[src/inc/lsci_cfg.svh]
// Constants of the linear sensor command interpreter.
// Assumes one system clock; sensor clock and data arrive as pins.
//
// Functional notes
// [RQ1] Thirty low clocks reinitialize command tracking.
// [RQ2] Controller sends break first after power-up.
// [RQ3] Main reset clears readout, integration, samples.
// [RQ4] Output defined thirty clocks after reset.
// [RQ5] Start integration after 22-clock pixel reset.
// [RQ6] Sample holds values, integrators back to reset.
// [RQ7] Pixel word: start 0, LSB first, stop 1.
// [RQ8] Pixels sent in order 0 to 101.
// [RQ9] First pixel word 44 clocks after command.
// [RQ10] Abort stops readout, integration, clears samples.
// [RQ11] Code 0x12 samples then reads out.
// [RQ12] Code 0x16 samples, reads, restarts integration.
// [RQ13] Register write: command byte then data.
// [RQ14] Register read starts 4 clocks after command.
// [RQ15] Controller gives 5 clocks after each command.
// [RQ16] Controller holds input high 10 clocks first.
// [RQ17] Mode 0x10 sleeps analog, 0x00 wakes.
// [RQ18] Controller writes only 0x00 or 0x10 mode.
// [RQ19] Controller waits 1 ms before imaging; the bench issues start with no such wait.
// [RQ20] Readout completes before next sample command.
// [RQ21] Pixel reset takes 22 clocks, link stays usable.
// [RQ22] Controller programs gain and offset first.
// [RQ23] Sample input on rise, change output on fall.
// [RQ24] Receive and transmit run independently.
// [RQ25] Zone offsets, gains and mode register map.
// [RQ26] Unknown command bytes are ignored.
`ifndef LSCI_CFG_SVH
`define LSCI_CFG_SVH
`define LSCI_CMD_RESET  8'h1b
`define LSCI_CMD_START  8'h08
`define LSCI_CMD_SAMPLE 8'h10
`define LSCI_CMD_READ   8'h02
`define LSCI_CMD_ABORT  8'h19
`define LSCI_CMD_RDHOLD 8'h12
`define LSCI_CMD_RDHNS  8'h16
`define LSCI_OP_WRITE   3'h2
`define LSCI_OP_READ    3'h3
`define LSCI_BREAK_CLKS 5'h1e
`define LSCI_PRST_CLKS  5'h16
`define LSCI_PIX_DELAY  6'h2c
`define LSCI_REG_DELAY  6'h04
`define LSCI_PIX_LAST   7'h65
`define LSCI_FRAME_BITS 4'h9
`define LSCI_ADR_OFF0   5'h00
`define LSCI_ADR_GAIN0  5'h01
`define LSCI_ADR_OFF1   5'h02
`define LSCI_ADR_GAIN1  5'h03
`define LSCI_ADR_OFF2   5'h04
`define LSCI_ADR_GAIN2  5'h05
`define LSCI_ADR_MODE   5'h1f
`define LSCI_SLEEP_BIT  4
`endif

[src/inc/lsci_pkg.sv]
// Types of the linear sensor command interpreter.
// Assumes lsci_cfg.svh for all numeric constants.
package lsci_pkg;
  typedef enum logic [1:0] {RX_IDLE, RX_DATA, RX_WAITHI} lsci_rx_e;
  typedef enum logic [1:0] {TX_IDLE, TX_WAIT, TX_SEND} lsci_tx_e;
  typedef struct packed {
    logic       sclk_m;
    logic       sclk_s;
    logic       sclk_d;
    logic       sin_m;
    logic       sin_s;
    lsci_rx_e   rx;
    logic [2:0] rx_bits;
    logic [7:0] rx_sh;
    logic [4:0] zeros;
    logic       wr_pend;
    logic [4:0] wr_addr;
    logic [4:0] rd_addr;
    logic       integ;
    logic       held;
    logic [4:0] prst;
    lsci_tx_e   tx;
    logic [5:0] wcnt;
    logic [9:0] tx_sh;
    logic [3:0] tx_bits;
    logic       pix_mode;
    logic [6:0] pix_idx;
    logic       sout;
    logic [7:0] off0;
    logic [7:0] off1;
    logic [7:0] off2;
    logic [4:0] gn0;
    logic [4:0] gn1;
    logic [4:0] gn2;
    logic [7:0] mode;
  } lsci_state_s;
endpackage

[src/hdl/lsci_top.sv]
// Command interpreter of a 102-pixel linear sensor.
// Assumes the serial clock and data are asynchronous pins and the
// pixel converter presents a code for o_pixel_idx on i_pixel_code.
`timescale 1ns/10ps
`include "lsci_cfg.svh"

module lsci_top (
  input  wire logic        i_mclk,
  input  wire logic        i_reset,
  input  wire logic        i_sclk,
  input  wire logic        i_serial_in,
  input  wire logic [7:0]  i_pixel_code,
  output logic             o_serial_out,
  output logic             o_integrating,
  output logic             o_held_valid,
  output logic             o_pixel_reset,
  output logic [6:0]       o_pixel_idx,
  output logic [23:0]      o_offsets,
  output logic [14:0]      o_gains,
  output logic             o_sleep
);

  lsci_pkg::lsci_state_s r;
  lsci_pkg::lsci_state_s n;
  logic                  rise;
  logic                  fall;
  logic                  byte_done;
  logic                  brk;
  logic                  exec;
  logic                  do_load;
  logic [7:0]            rx_byte;
  logic [7:0]            rd_val;
  logic [7:0]            ld_data;

  // --------------------------------------------------------------
  // Next-state logic
  // --------------------------------------------------------------
  always_comb begin
    n         = r;
    rise      = r.sclk_s & ~r.sclk_d;
    fall      = ~r.sclk_s & r.sclk_d;
    byte_done = 1'b0;
    brk       = 1'b0;
    exec      = 1'b0;
    do_load   = 1'b0;
    rx_byte   = {r.sin_s, r.rx_sh[7:1]};
    n.sclk_m  = i_sclk;
    n.sclk_s  = r.sclk_m;
    n.sclk_d  = r.sclk_s;
    n.sin_m   = i_serial_in;
    n.sin_s   = r.sin_m;
    unique case (r.rd_addr)
      `LSCI_ADR_OFF0:  rd_val = r.off0;
      `LSCI_ADR_GAIN0: rd_val = {3'h0, r.gn0};
      `LSCI_ADR_OFF1:  rd_val = r.off1;
      `LSCI_ADR_GAIN1: rd_val = {3'h0, r.gn1};
      `LSCI_ADR_OFF2:  rd_val = r.off2;
      `LSCI_ADR_GAIN2: rd_val = {3'h0, r.gn2};
      `LSCI_ADR_MODE:  rd_val = r.mode;
      default:         rd_val = 8'h00;
    endcase
    ld_data = r.pix_mode ? i_pixel_code : rd_val;

    // [RQ23] Receiver samples on rise.
    if (rise) begin
      if (r.sin_s) begin
        n.zeros = 5'h00;
      end else if (r.zeros != `LSCI_BREAK_CLKS) begin
        n.zeros = r.zeros + 5'h01;
      end
      unique case (r.rx)
        lsci_pkg::RX_IDLE: begin
          if (!r.sin_s) begin
            n.rx      = lsci_pkg::RX_DATA;
            n.rx_bits = 3'h0;
          end
        end
        lsci_pkg::RX_DATA: begin
          n.rx_sh   = rx_byte;
          n.rx_bits = r.rx_bits + 3'h1;
          if (r.rx_bits == 3'h7) begin
            byte_done = 1'b1;
            n.rx      = lsci_pkg::RX_IDLE;
          end
        end
        lsci_pkg::RX_WAITHI: begin
          if (r.sin_s) begin
            n.rx = lsci_pkg::RX_IDLE;
          end
        end
      endcase
      // [RQ1] Break reinitializes tracking.
      if (!r.sin_s && r.zeros == `LSCI_BREAK_CLKS - 5'h01) begin
        brk       = 1'b1;
        byte_done = 1'b0;
        n.rx      = lsci_pkg::RX_WAITHI;
        n.wr_pend = 1'b0;
      end
      // [RQ21] Pixel reset countdown.
      if (r.prst != 5'h00) begin
        n.prst = r.prst - 5'h01;
        if (r.prst == 5'h01) begin
          n.integ = 1'b1;
        end
      end
    end

    // [RQ13] Data byte stores register.
    if (byte_done && r.wr_pend) begin
      n.wr_pend = 1'b0;
      unique case (r.wr_addr)
        `LSCI_ADR_OFF0:  n.off0 = rx_byte;
        `LSCI_ADR_GAIN0: n.gn0 = rx_byte[4:0];
        `LSCI_ADR_OFF1:  n.off1 = rx_byte;
        `LSCI_ADR_GAIN1: n.gn1 = rx_byte[4:0];
        `LSCI_ADR_OFF2:  n.off2 = rx_byte;
        `LSCI_ADR_GAIN2: n.gn2 = rx_byte[4:0];
        // [RQ17] Mode register holds sleep.
        `LSCI_ADR_MODE:  n.mode = rx_byte;
        default: ;
      endcase
    end else if (byte_done) begin
      exec = 1'b1;
    end

    // [RQ26] Unknown bytes fall through.
    if (exec) begin
      // [RQ3] Main reset and [RQ10] abort.
      if (rx_byte == `LSCI_CMD_RESET || rx_byte == `LSCI_CMD_ABORT) begin
        n.integ    = 1'b0;
        n.held     = 1'b0;
        n.prst     = 5'h00;
        n.tx       = lsci_pkg::TX_IDLE;
        n.sout     = 1'b1;
        n.pix_mode = 1'b0;
      end
      // [RQ6] Sample, also [RQ11] and [RQ12].
      if (rx_byte == `LSCI_CMD_SAMPLE || rx_byte == `LSCI_CMD_RDHOLD ||
          rx_byte == `LSCI_CMD_RDHNS) begin
        n.held  = 1'b1;
        n.integ = 1'b0;
      end
      // [RQ9] Readout latency start.
      if (rx_byte == `LSCI_CMD_READ || rx_byte == `LSCI_CMD_RDHOLD ||
          rx_byte == `LSCI_CMD_RDHNS) begin
        n.tx       = lsci_pkg::TX_WAIT;
        n.wcnt     = `LSCI_PIX_DELAY;
        n.pix_mode = 1'b1;
        n.pix_idx  = 7'h00;
      end
      // [RQ5] Start via pixel reset.
      if (rx_byte == `LSCI_CMD_START || rx_byte == `LSCI_CMD_RDHNS) begin
        n.prst  = `LSCI_PRST_CLKS;
        n.integ = 1'b0;
      end
      if (rx_byte[7:5] == `LSCI_OP_WRITE) begin
        n.wr_pend = 1'b1;
        n.wr_addr = rx_byte[4:0];
      end
      // [RQ14] Register read latency.
      if (rx_byte[7:5] == `LSCI_OP_READ) begin
        n.rd_addr  = rx_byte[4:0];
        n.tx       = lsci_pkg::TX_WAIT;
        n.wcnt     = `LSCI_REG_DELAY;
        n.pix_mode = 1'b0;
      end
    end

    // [RQ24] Transmitter runs on falls.
    if (fall) begin
      unique case (r.tx)
        lsci_pkg::TX_IDLE: n.sout = 1'b1;
        lsci_pkg::TX_WAIT: begin
          if (r.wcnt == 6'h01) begin
            do_load = 1'b1;
          end else begin
            n.wcnt = r.wcnt - 6'h01;
          end
        end
        lsci_pkg::TX_SEND: begin
          if (r.tx_bits != 4'h0) begin
            n.tx_sh   = {1'b1, r.tx_sh[9:1]};
            n.sout    = r.tx_sh[1];
            n.tx_bits = r.tx_bits - 4'h1;
          end else if (r.pix_mode) begin
            do_load = 1'b1;
          end else begin
            n.tx   = lsci_pkg::TX_IDLE;
            n.sout = 1'b1;
          end
        end
        default: n.tx = lsci_pkg::TX_IDLE;
      endcase
    end

    // [RQ7] Frame start, data, stop.
    if (do_load) begin
      n.tx      = lsci_pkg::TX_SEND;
      n.tx_sh   = {1'b1, ld_data, 1'b0};
      n.sout    = 1'b0;
      n.tx_bits = `LSCI_FRAME_BITS;
      // [RQ8] Ascending pixel order.
      if (r.pix_mode) begin
        if (r.pix_idx == `LSCI_PIX_LAST) begin
          n.pix_mode = 1'b0;
        end else begin
          n.pix_idx = r.pix_idx + 7'h01;
        end
      end
    end

    // [RQ4] Output idles high.
    if (i_reset) begin
      n      = '0;
      n.sout = 1'b1;
    end
  end

  // --------------------------------------------------------------
  // State register and outputs
  // --------------------------------------------------------------
  always_ff @(posedge i_mclk) begin
    r <= n;
  end

  assign o_serial_out  = r.sout;
  assign o_integrating = r.integ;
  assign o_held_valid  = r.held;
  assign o_pixel_reset = (r.prst != 5'h00);
  assign o_pixel_idx   = r.pix_idx;
  // [RQ25] Zone registers to analog.
  assign o_offsets     = {r.off2, r.off1, r.off0};
  assign o_gains       = {r.gn2, r.gn1, r.gn0};
  assign o_sleep       = r.mode[`LSCI_SLEEP_BIT];
endmodule // lsci_top

[config.mk]
export PLATFORM = sky130hd
export DESIGN_NAME = lsci_top
export DESIGN_NICKNAME = d
export VERILOG_FILES = /design/src/inc/lsci_pkg.sv /design/src/hdl/lsci_top.sv
export VERILOG_INCLUDE_DIRS = /design/src /design/src/inc
export SDC_FILE = /design/constraint.sdc
export NUM_CORES = 1
export LEC_CHECK = 0
export BUFFER_PORTS_ARGS = -buffer_cell sky130_fd_sc_hd__clkbuf_2
export CAP_MARGIN = 30
export CELL_PAD_IN_SITES_DETAIL_PLACEMENT = 1
export CELL_PAD_IN_SITES_GLOBAL_PLACEMENT = 2
export CORE_ASPECT_RATIO = 1.5
export CORE_MARGIN = 2
export CORE_UTILIZATION = 32
export CTS_CLUSTER_DIAMETER = 30
export DETAILED_ROUTE_END_ITERATION = 10
export PLACE_DENSITY = 0.77
export SYNTH_ARGS = -nofsm -noshare
export SYNTH_HDL_FRONTEND = slang
export SYNTH_SLANG_ARGS = --single-unit
[constraint.sdc]
create_clock -name i_mclk -period 2.1 [get_ports i_mclk]
set_input_delay 0.105 -clock i_mclk [delete_from_list [all_inputs] [get_ports i_mclk]]
set_output_delay 0.105 -clock i_mclk [all_outputs]
set_load 0.005 [all_outputs]
==> results by group, run 1 <==
Outcome
  – Status: completed

Routing
  – DRT Wirelength: roughly 18000 um
  – Avg WL per Cell: 17.8 um
  – DRT antenna net count: 0
  – Vias per Instance: 5.12
  – Drc violations: 0
  – Vias: 5231
  – Pre-antenna DRT Iters: 4
  – Number of DRC markers in iteration 0: 194

Floorplanning
  – Die height: ~170 um
  – Num ports: 63
  – Starting Density: 32.7%
  – Die width: 116 um
  – Row cnt: between 60 and 70
  – Area of the die: 0.0201 mm2
  – Core box area: around 0.019 mm2

Global route
  – Initial antenna violation count: 0
  – First-pass GRT wire length: 29700 um
  – GRT Residual Overflow: 0
  – Vias in the first global route: 5597
  – Largest net degree at the start of global routing: 55
  – Global Route Usage Sum: 18.8%

Worst hold path
  – Worst min path class: in2reg
  – Worst hold path cell count: 3

Logic synthesis
  – #FFs+latches synth: 117
  – Mapped Nets: 740
  – Seq/Total Area, Yosys: 38.7%
  – Dominant synthesized flop cell: dfxtp_1
  – Synth warn: 0
  – Mean post-synth cell area: approximately 8.5 um2
  – Mapped Cells: between 700 and 800
  – Synth cell types: 61
  – Post-Syn Area: about 0.0061 mm2
  – Async SR Flop Fraction: 0%
  – Post-synth EDFFs: 0

Critical path
  – Crit path kind: reg2reg
  – Reg2reg path depth: 9
  – Worst-path fanout max: 8
  – CP endpoint kind: register
  – Critical Path AT: 2370 ps
  – CP Launch Type: register
  – Worst path required time: between 2000 and 2500 ps

Pwr
  – Internal Power: 0.00395 W
  – Clock power share: 54.2%
  – Total power: roughly 0.005 W
  – Pleak: 2.92 nW
  – Sw Share: 22.8%
  – Worst VDD drop: 0.479 mV
  – Power per Cell Area: 703 mW/mm2
  – Combinational Power Share: 2.2%
  – Sequential share of power: about 44%
  – Net Sw Power: 0.00117 W

STA
  – Finish-stage setup viols: 0
  – Fin crit period: 2070 ps
  – Unrepaired setup endpoints after global routing: true
  – Clock skew: between 9 and 10 ps
  – Worst Tran Pin Value: 542 ps
  – Slew HR: 63.5%
  – Max Slew Vio Count: 0
  – Period utilization: 98.6%
  – Fin. Hold Viols: 0
  – Maximum clock frequency: roughly 480 MHz

Clocking
  – Max Buffers Root-to-Sink: 2
  – CTS root buf: clkbuf_16
  – Cts bufs inserted: 17
  – Clock sink count: around 120
  – H-tree Lvls: 4
  – CTS tree: done
  – Clk Latency, worst-skew pair: 420 ps
  – Clock transition at the registers of the reported paths: 60 ps

Final layout
  – Synth-to-layout area growth: 20.1%
  – Layout Nets: 787
  – Number of fill cells: 2166
  – Multi-input gate area: 0.00326 mm2
  – Register area: 0.00234 mm2
  – Layout cells sized above 1: 22.6%
  – Design Area, Final: around 0.0073 mm2
  – ANT cells: 0

Place
  – Placed inst area: 0.00656 mm2
  – Routability cong.: 0.832
  – DP HPWL: between 10000 and 15000 um
  – Port bufs: 62

Job
  – Maxcap violations: 0
worst max-delay path, cell delays in order, from the launching register on:
cell	delay, ps
dfxtp_2	350
ha_4	140
ha_4	120
nand4b_1	160
buf_4	210
a211o_1	320
nor3_4	210
buf_12	160
mux2i_2	220
nor2_1	70
placed cells by master (no fill, tap or decap), types with 13 or more instances in the layout:
cell type / n
ha_1: 15
inv_1: 16
o21ai_0: 26
nand3_1: 21
clkbuf_2: 61
buf_4: 45
a21oi_1: 45
nor2_1: 87
mux2i_1: 60
nor2b_1: 13
dfxtp_1: 115
clkbuf_16: 17
nand2_1: 48
worst paths after layout:
check	start	end	slack, ps
max	r[109]$_SDFFE_PP0P_	r[7]$_SDFFE_PP0P_	30
min	i_pixel_code[4]	r[65]$_SDFFE_PP0P_	20
max reg2reg	r[109]$_SDFFE_PP0P_	r[7]$_SDFFE_PP0P_	30
min reg2reg	r[115]$_SDFF_PP0_	r[114]$_SDFF_PP0_	460
stage by stage:
stage | util [%] | hold slack, ps | setup WS, ps | setup TNS [ps] | cells
2_1_floorplan | - | 233 | 24.8 | 0 | 709
3_3_place_gp | 35.4 | 318 | -79.8 | -79.8 | 984
3_5_place_dp | 35.4 | 333 | -110 | -310 | 984
4_1_cts | 38.7 | 9.97 | 20.1 | 0 | 1018
5_1_grt | 39.2 | 14.5 | -60.5 | -381 | 1021
6_report | 39.2 | 20.4 | 29.1 | 0 | 1021
routing by layer:
layer,wire length (um),share of wire (%),GRT usage [%],vias up
met5,0,0,0,-
met4,282,1.6,6.15,0
met3,544,3.0,4.10,21
met2,9510,52,33.1,69
met1,7790,43,22.1,2593
li1,-,-,-,2548
power by group through the flow:
stage               combinational, W  sequential (W)  clock (W)
finish                      0.000112         0.00223    0.00277
CTS                         0.000112         0.00223    0.00283
detailed placement          0.000108         0.00228          0
floorplan                  0.0000670         0.00228          0
global placement            0.000104         0.00228          0
global route                0.000125         0.00223    0.00294
cell usage after synthesis (all sizes together), types with 7 or more instances:
cell type,number,area [um2]
a22oi,10,75.1
nand3b,7,52.6
ha,19,238
nor3b,10,75.1
inv,17,63.8
nor3,10,61.3
nor2,90,338
nor2b,13,81.3
nand2b,9,56.3
o21ai,28,140
dfxtp,117,2340
a21o,9,67.6
a21oi,46,230
a31oi,10,62.6
mux2i,61,611
nand2,49,184
clkbuf,33,124
and3,7,43.8
nand3,23,120
buf,51,369
registers in the layout, indices dropped and copies added (netlist names):
signal and cells:
r 67, o_offsets 24, o_gains 15, o_pixel_idx 7, o_held_valid 1, o_integrating 1, o_serial_out 1, o_sleep 1
cell type report:
type | count | area share [%]
Tap cell | 252 | 4.33
Inverter | 17 | 0.877
Timing Repair Buffer | 112 | 9.97
Clock inverter | 11 | 1.43
Clock buffer | 21 | 6.33
Sequential cell | 117 | 32.2
Multi-Input combinational cell | 491 | 44.8
kinds of logic (layout without fill, tap and decap cells):
family / after synthesis / count (layout) / share of synthesized area (%)
compound gates: 143 / 143 / 15.1
xor+xnor: 7 / 7 / 1.01
simple gates: 259 / 259 / 21.7
mux: 63 / 63 / 10.4
fa+ha+maj: 19 / 19 / 3.92
flops: 117 / 117 / 38.7
buf+inv: 101 / 161 / 9.19
timing repair:
item                                    4_1_cts  5_1_grt
hold endpoints to repair                      2        0
buffers inserted                              0        3
endpoints found under the setup margin       18       59
gates resized for setup                       7       22
hold buffers                                  2        0
pin swaps                                     2        6
(Power assumes the default switching activity.)
==> run 2, diff against run 1 <==
- CORE_MARGIN: 2 -> unset
==> run 2 against run 1 <==
Compared with the run above:
- clock power is 17% higher
- register-to-register slack hardly changed
- via count is 1.2% higher
- critical path type unchanged
- count of clock-buffer cells in the layout is 3 lower
- critical endpoint is now o_sleep$_SDFFE_PP0P_
- flip-flop and latch count stayed put
- die area is 2.9% lower
- sequential share of layout area is 0.98 points lower
- final cell count is 1.1% higher
- worst hold slack worse by 6.3 ps
==> results by group, run 2 (same netlist as run 1, synthesis figures left out) <==
Outcome
  – Status: completed

Pwr
  – Sw Share: 22.6% (-0.21 points)
  – Power per Cell Area: 744 mW/mm2 (+5.8%)
  – Net Sw Power: 0.00126 W (+8.1%)
  – Worst VDD drop: 0.402 mV (-16%)
  – Internal Power: 0.00432 W (+9.4%)
  – Clock power share: 57.9% (+3.7 points)
  – Combinational Power Share: 2.1% (about the same)
  – Pleak: 3.07 nW (+5.1%)
  – Sequential share of power: 40.0% (-3.6 points)

Global route
  – Vias in the first global route: 5576 (-0.38%)
  – Largest net degree at the start of global routing: 54 (-1.8%)
  – Global Route Usage Sum: 19.6% (+0.87 points)
  – GRT Residual Overflow: 0 (unchanged)
  – Met1 usage: 21.9% (-0.20 points)
  – Initial antenna violation count: 0 (unchanged)
  – Top Usage Layer GRT: met2
  – First-pass GRT wire length: 29500 um (-0.65%)
  – GRT met2 Usage: 36.1% (+3.0 points)
  – GR Layer Usage met3: 3.72% (-0.38 points)

Critical path
  – CP Launch Type: register
  – Worst path required time: 2400 ps (about the same)
  – CP endpoint kind: register
  – Critical Path AT: 2390 ps (+20 ps)
  – Reg2reg path depth: 9 (unchanged)
  – Crit path kind: reg2reg
  – Critical R2R Capture: o_sleep$_SDFFE_PP0P_
  – Reg2Reg Setup Slack: 20 ps (about the same)
  – Worst-path fanout max: 8 (unchanged)
  – Worst reg2reg path startpoint: r[109]$_SDFFE_PP0P_

Final layout
  – Layout Nets: 798 (+1.4%)
  – Most common cell after layout, fill and taps aside: dfxtp_1
  – Design Area, Final: 0.00750 mm2 (+3.1%)
  – Number of fill cells: 2175 (+0.42%)
  – Most frequent cells in the layout: dfxtp_1 (115), nor2_1 (87), clkbuf_2 (61)
  – Synth-to-layout area growth: 23.8%
  – Post-Route Utilization: 40.5% (+1.2 points)
  – ANT cells: 0 (unchanged)
  – Top reg by flops: r
  – Max reg flops: 67 (unchanged)
  – Layout cells sized above 1: 24.1% (+1.5 points)

Floorplanning
  – Num ports: 63 (unchanged)
  – Die height: 171 um (-1.2%)
  – Area of the die: 0.0195 mm2 (-2.9%)
  – Row cnt: 61 (unchanged)
  – Die width: 114 um (-1.7%)
  – Starting Density: 32.7% (unchanged)
  – Core box area: 0.0185 mm2 (unchanged)

Place
  – Routability cong.: 0.858 (+3.1%)
  – DP HPWL: 13400 um (-0.72%)
  – Placed inst area: 0.00663 mm2 (+1.1%)
  – Port bufs: 62 (unchanged)

Clocking
  – Cts bufs inserted: 17 (unchanged)
  – CTS tree: done
  – Clock transition at the registers of the reported paths: 60 ps (about the same)
  – H-tree Lvls: 4 (unchanged)
  – CTS root buf: clkbuf_16
  – Max Buffers Root-to-Sink: 2 (unchanged)
  – Clock sink count: 117 (unchanged)
  – Clk Latency, worst-skew pair: 430 ps (about the same)

Worst hold path
  – Worst min path class: in2reg
  – Worst hold path cell count: 3 (unchanged)
  – Min-Delay Endpoint: r[65]$_SDFFE_PP0P_
  – HP Start: i_pixel_code[4]

STA
  – Unrepaired setup endpoints after global routing: true
  – Slew HR: 59.4% (-4.1 points)
  – Fin crit period: 2080 ps (+14.1 ps)
  – Clock skew: 8.84 ps (-0.402 ps)
  – Maximum clock frequency: 480 MHz (-0.67%)
  – Min Hold Slack: 14.1 ps (-6.32 ps)
  – Fin. Hold Viols: 0 (unchanged)
  – Period utilization: 99.3% (+0.67 points)
  – Worst Tran Pin Value: 608 ps (+66.3 ps)
  – Max Slew Vio Count: 0 (unchanged)
  – Finish-stage setup viols: 0 (unchanged)

Routing
  – DRT Wirelength: 18400 um (+1.3%)
  – Vias per Instance: 5.13 (+0.13%)
  – Avg WL per Cell: 17.8 um (+0.25%)
  – Pre-antenna DRT Iters: 6 (+2)
  – Drc violations: 0 (unchanged)
  – Number of DRC markers in iteration 0: 189 (-2.6%)
  – Vias: 5294 (+1.2%)
  – DRT antenna net count: 0 (unchanged)

Job
  – Maxcap violations: 0 (unchanged)
-- run 2: worst max path at each step --
stage / startpoint / end / slack (ps) / depth (start not counted)
floorplan: r[109]$_SDFFE_PP0P_ / r[82]$_SDFF_PP0_ / 20 / 8
global route: r[109]$_SDFFE_PP0P_ / r[2]$_SDFFE_PP0P_ / -90 / 9
global placement: r[109]$_SDFFE_PP0P_ / r[82]$_SDFF_PP0_ / -90 / 7
finish: r[109]$_SDFFE_PP0P_ / o_sleep$_SDFFE_PP0P_ / 20 / 9
detailed placement: r[109]$_SDFFE_PP0P_ / o_offsets[2]$_SDFFE_PP0P_ / -160 / 8
CTS: r[113]$_SDFFE_PP0P_ / o_gains[0]$_SDFFE_PP0P_ / -10 / 9
-- run 2: worst max-delay path, stage by stage (launching register included) --
cell,delay (ps)
dfxtp_2,350
ha_4,150
ha_4,130
nand4b_1,230
buf_4,240
a211o_1,280
nor3_4,170
buf_12,160
mux2i_1,180
nor2_1,70
-- run 2: power by group through the flow --
stage          Combinational, W  Clock (W)  Sequential [W]
5_1_grt                0.000128    0.00341         0.00223
2_1_floorplan         0.0000670          0         0.00228
6_report               0.000118    0.00323         0.00223
3_3_place_gp           0.000108          0         0.00228
3_5_place_dp           0.000113          0         0.00228
4_1_cts                0.000117    0.00329         0.00223
-- run 2: cell type report --
cell class	instances	area, um2	area share [%]
clock inverters	14	213	2.83
repair buffers	123	836	11.1
flip-flops and latches	117	2340	31.2
multi-input cells	491	3290	43.9
clock buffers	18	439	5.85
well taps	252	315	4.20
inverters	17	63.8	0.850
-- run 2: per-layer routing --
| layer | vias to the layer above | wire length, um |
|---|---|---|
| met1 | 2631 | 7780 |
| met3 | 25 | 420 |
| li1 | 2568 | - |
| met4 | 0 | 336 |
| met5 | - | 0 |
| met2 | 70 | 9830 |
-- run 2: through the flow --
step           setup WS [ps]  instances  TNS, ps  total power [W]
2_1_floorplan           24.8        709        0          0.00235
4_1_cts                -13.6       1028    -18.2          0.00564
3_5_place_dp            -158        992    -4030          0.00239
5_1_grt                -92.3       1032    -1020          0.00577
6_report                15.1       1032        0          0.00558
3_3_place_gp           -93.0        992     -517          0.00239
-- run 2: what timing repair did --
item / in CTS / in global routing
pin swaps: 8 / 11
setup buffers: 2 / 4
gates resized for setup: 15 / 30
hold buffers: 2 / 0
endpoints found under the hold margin: 2 / 0
endpoints found under the setup margin: 56 / 70
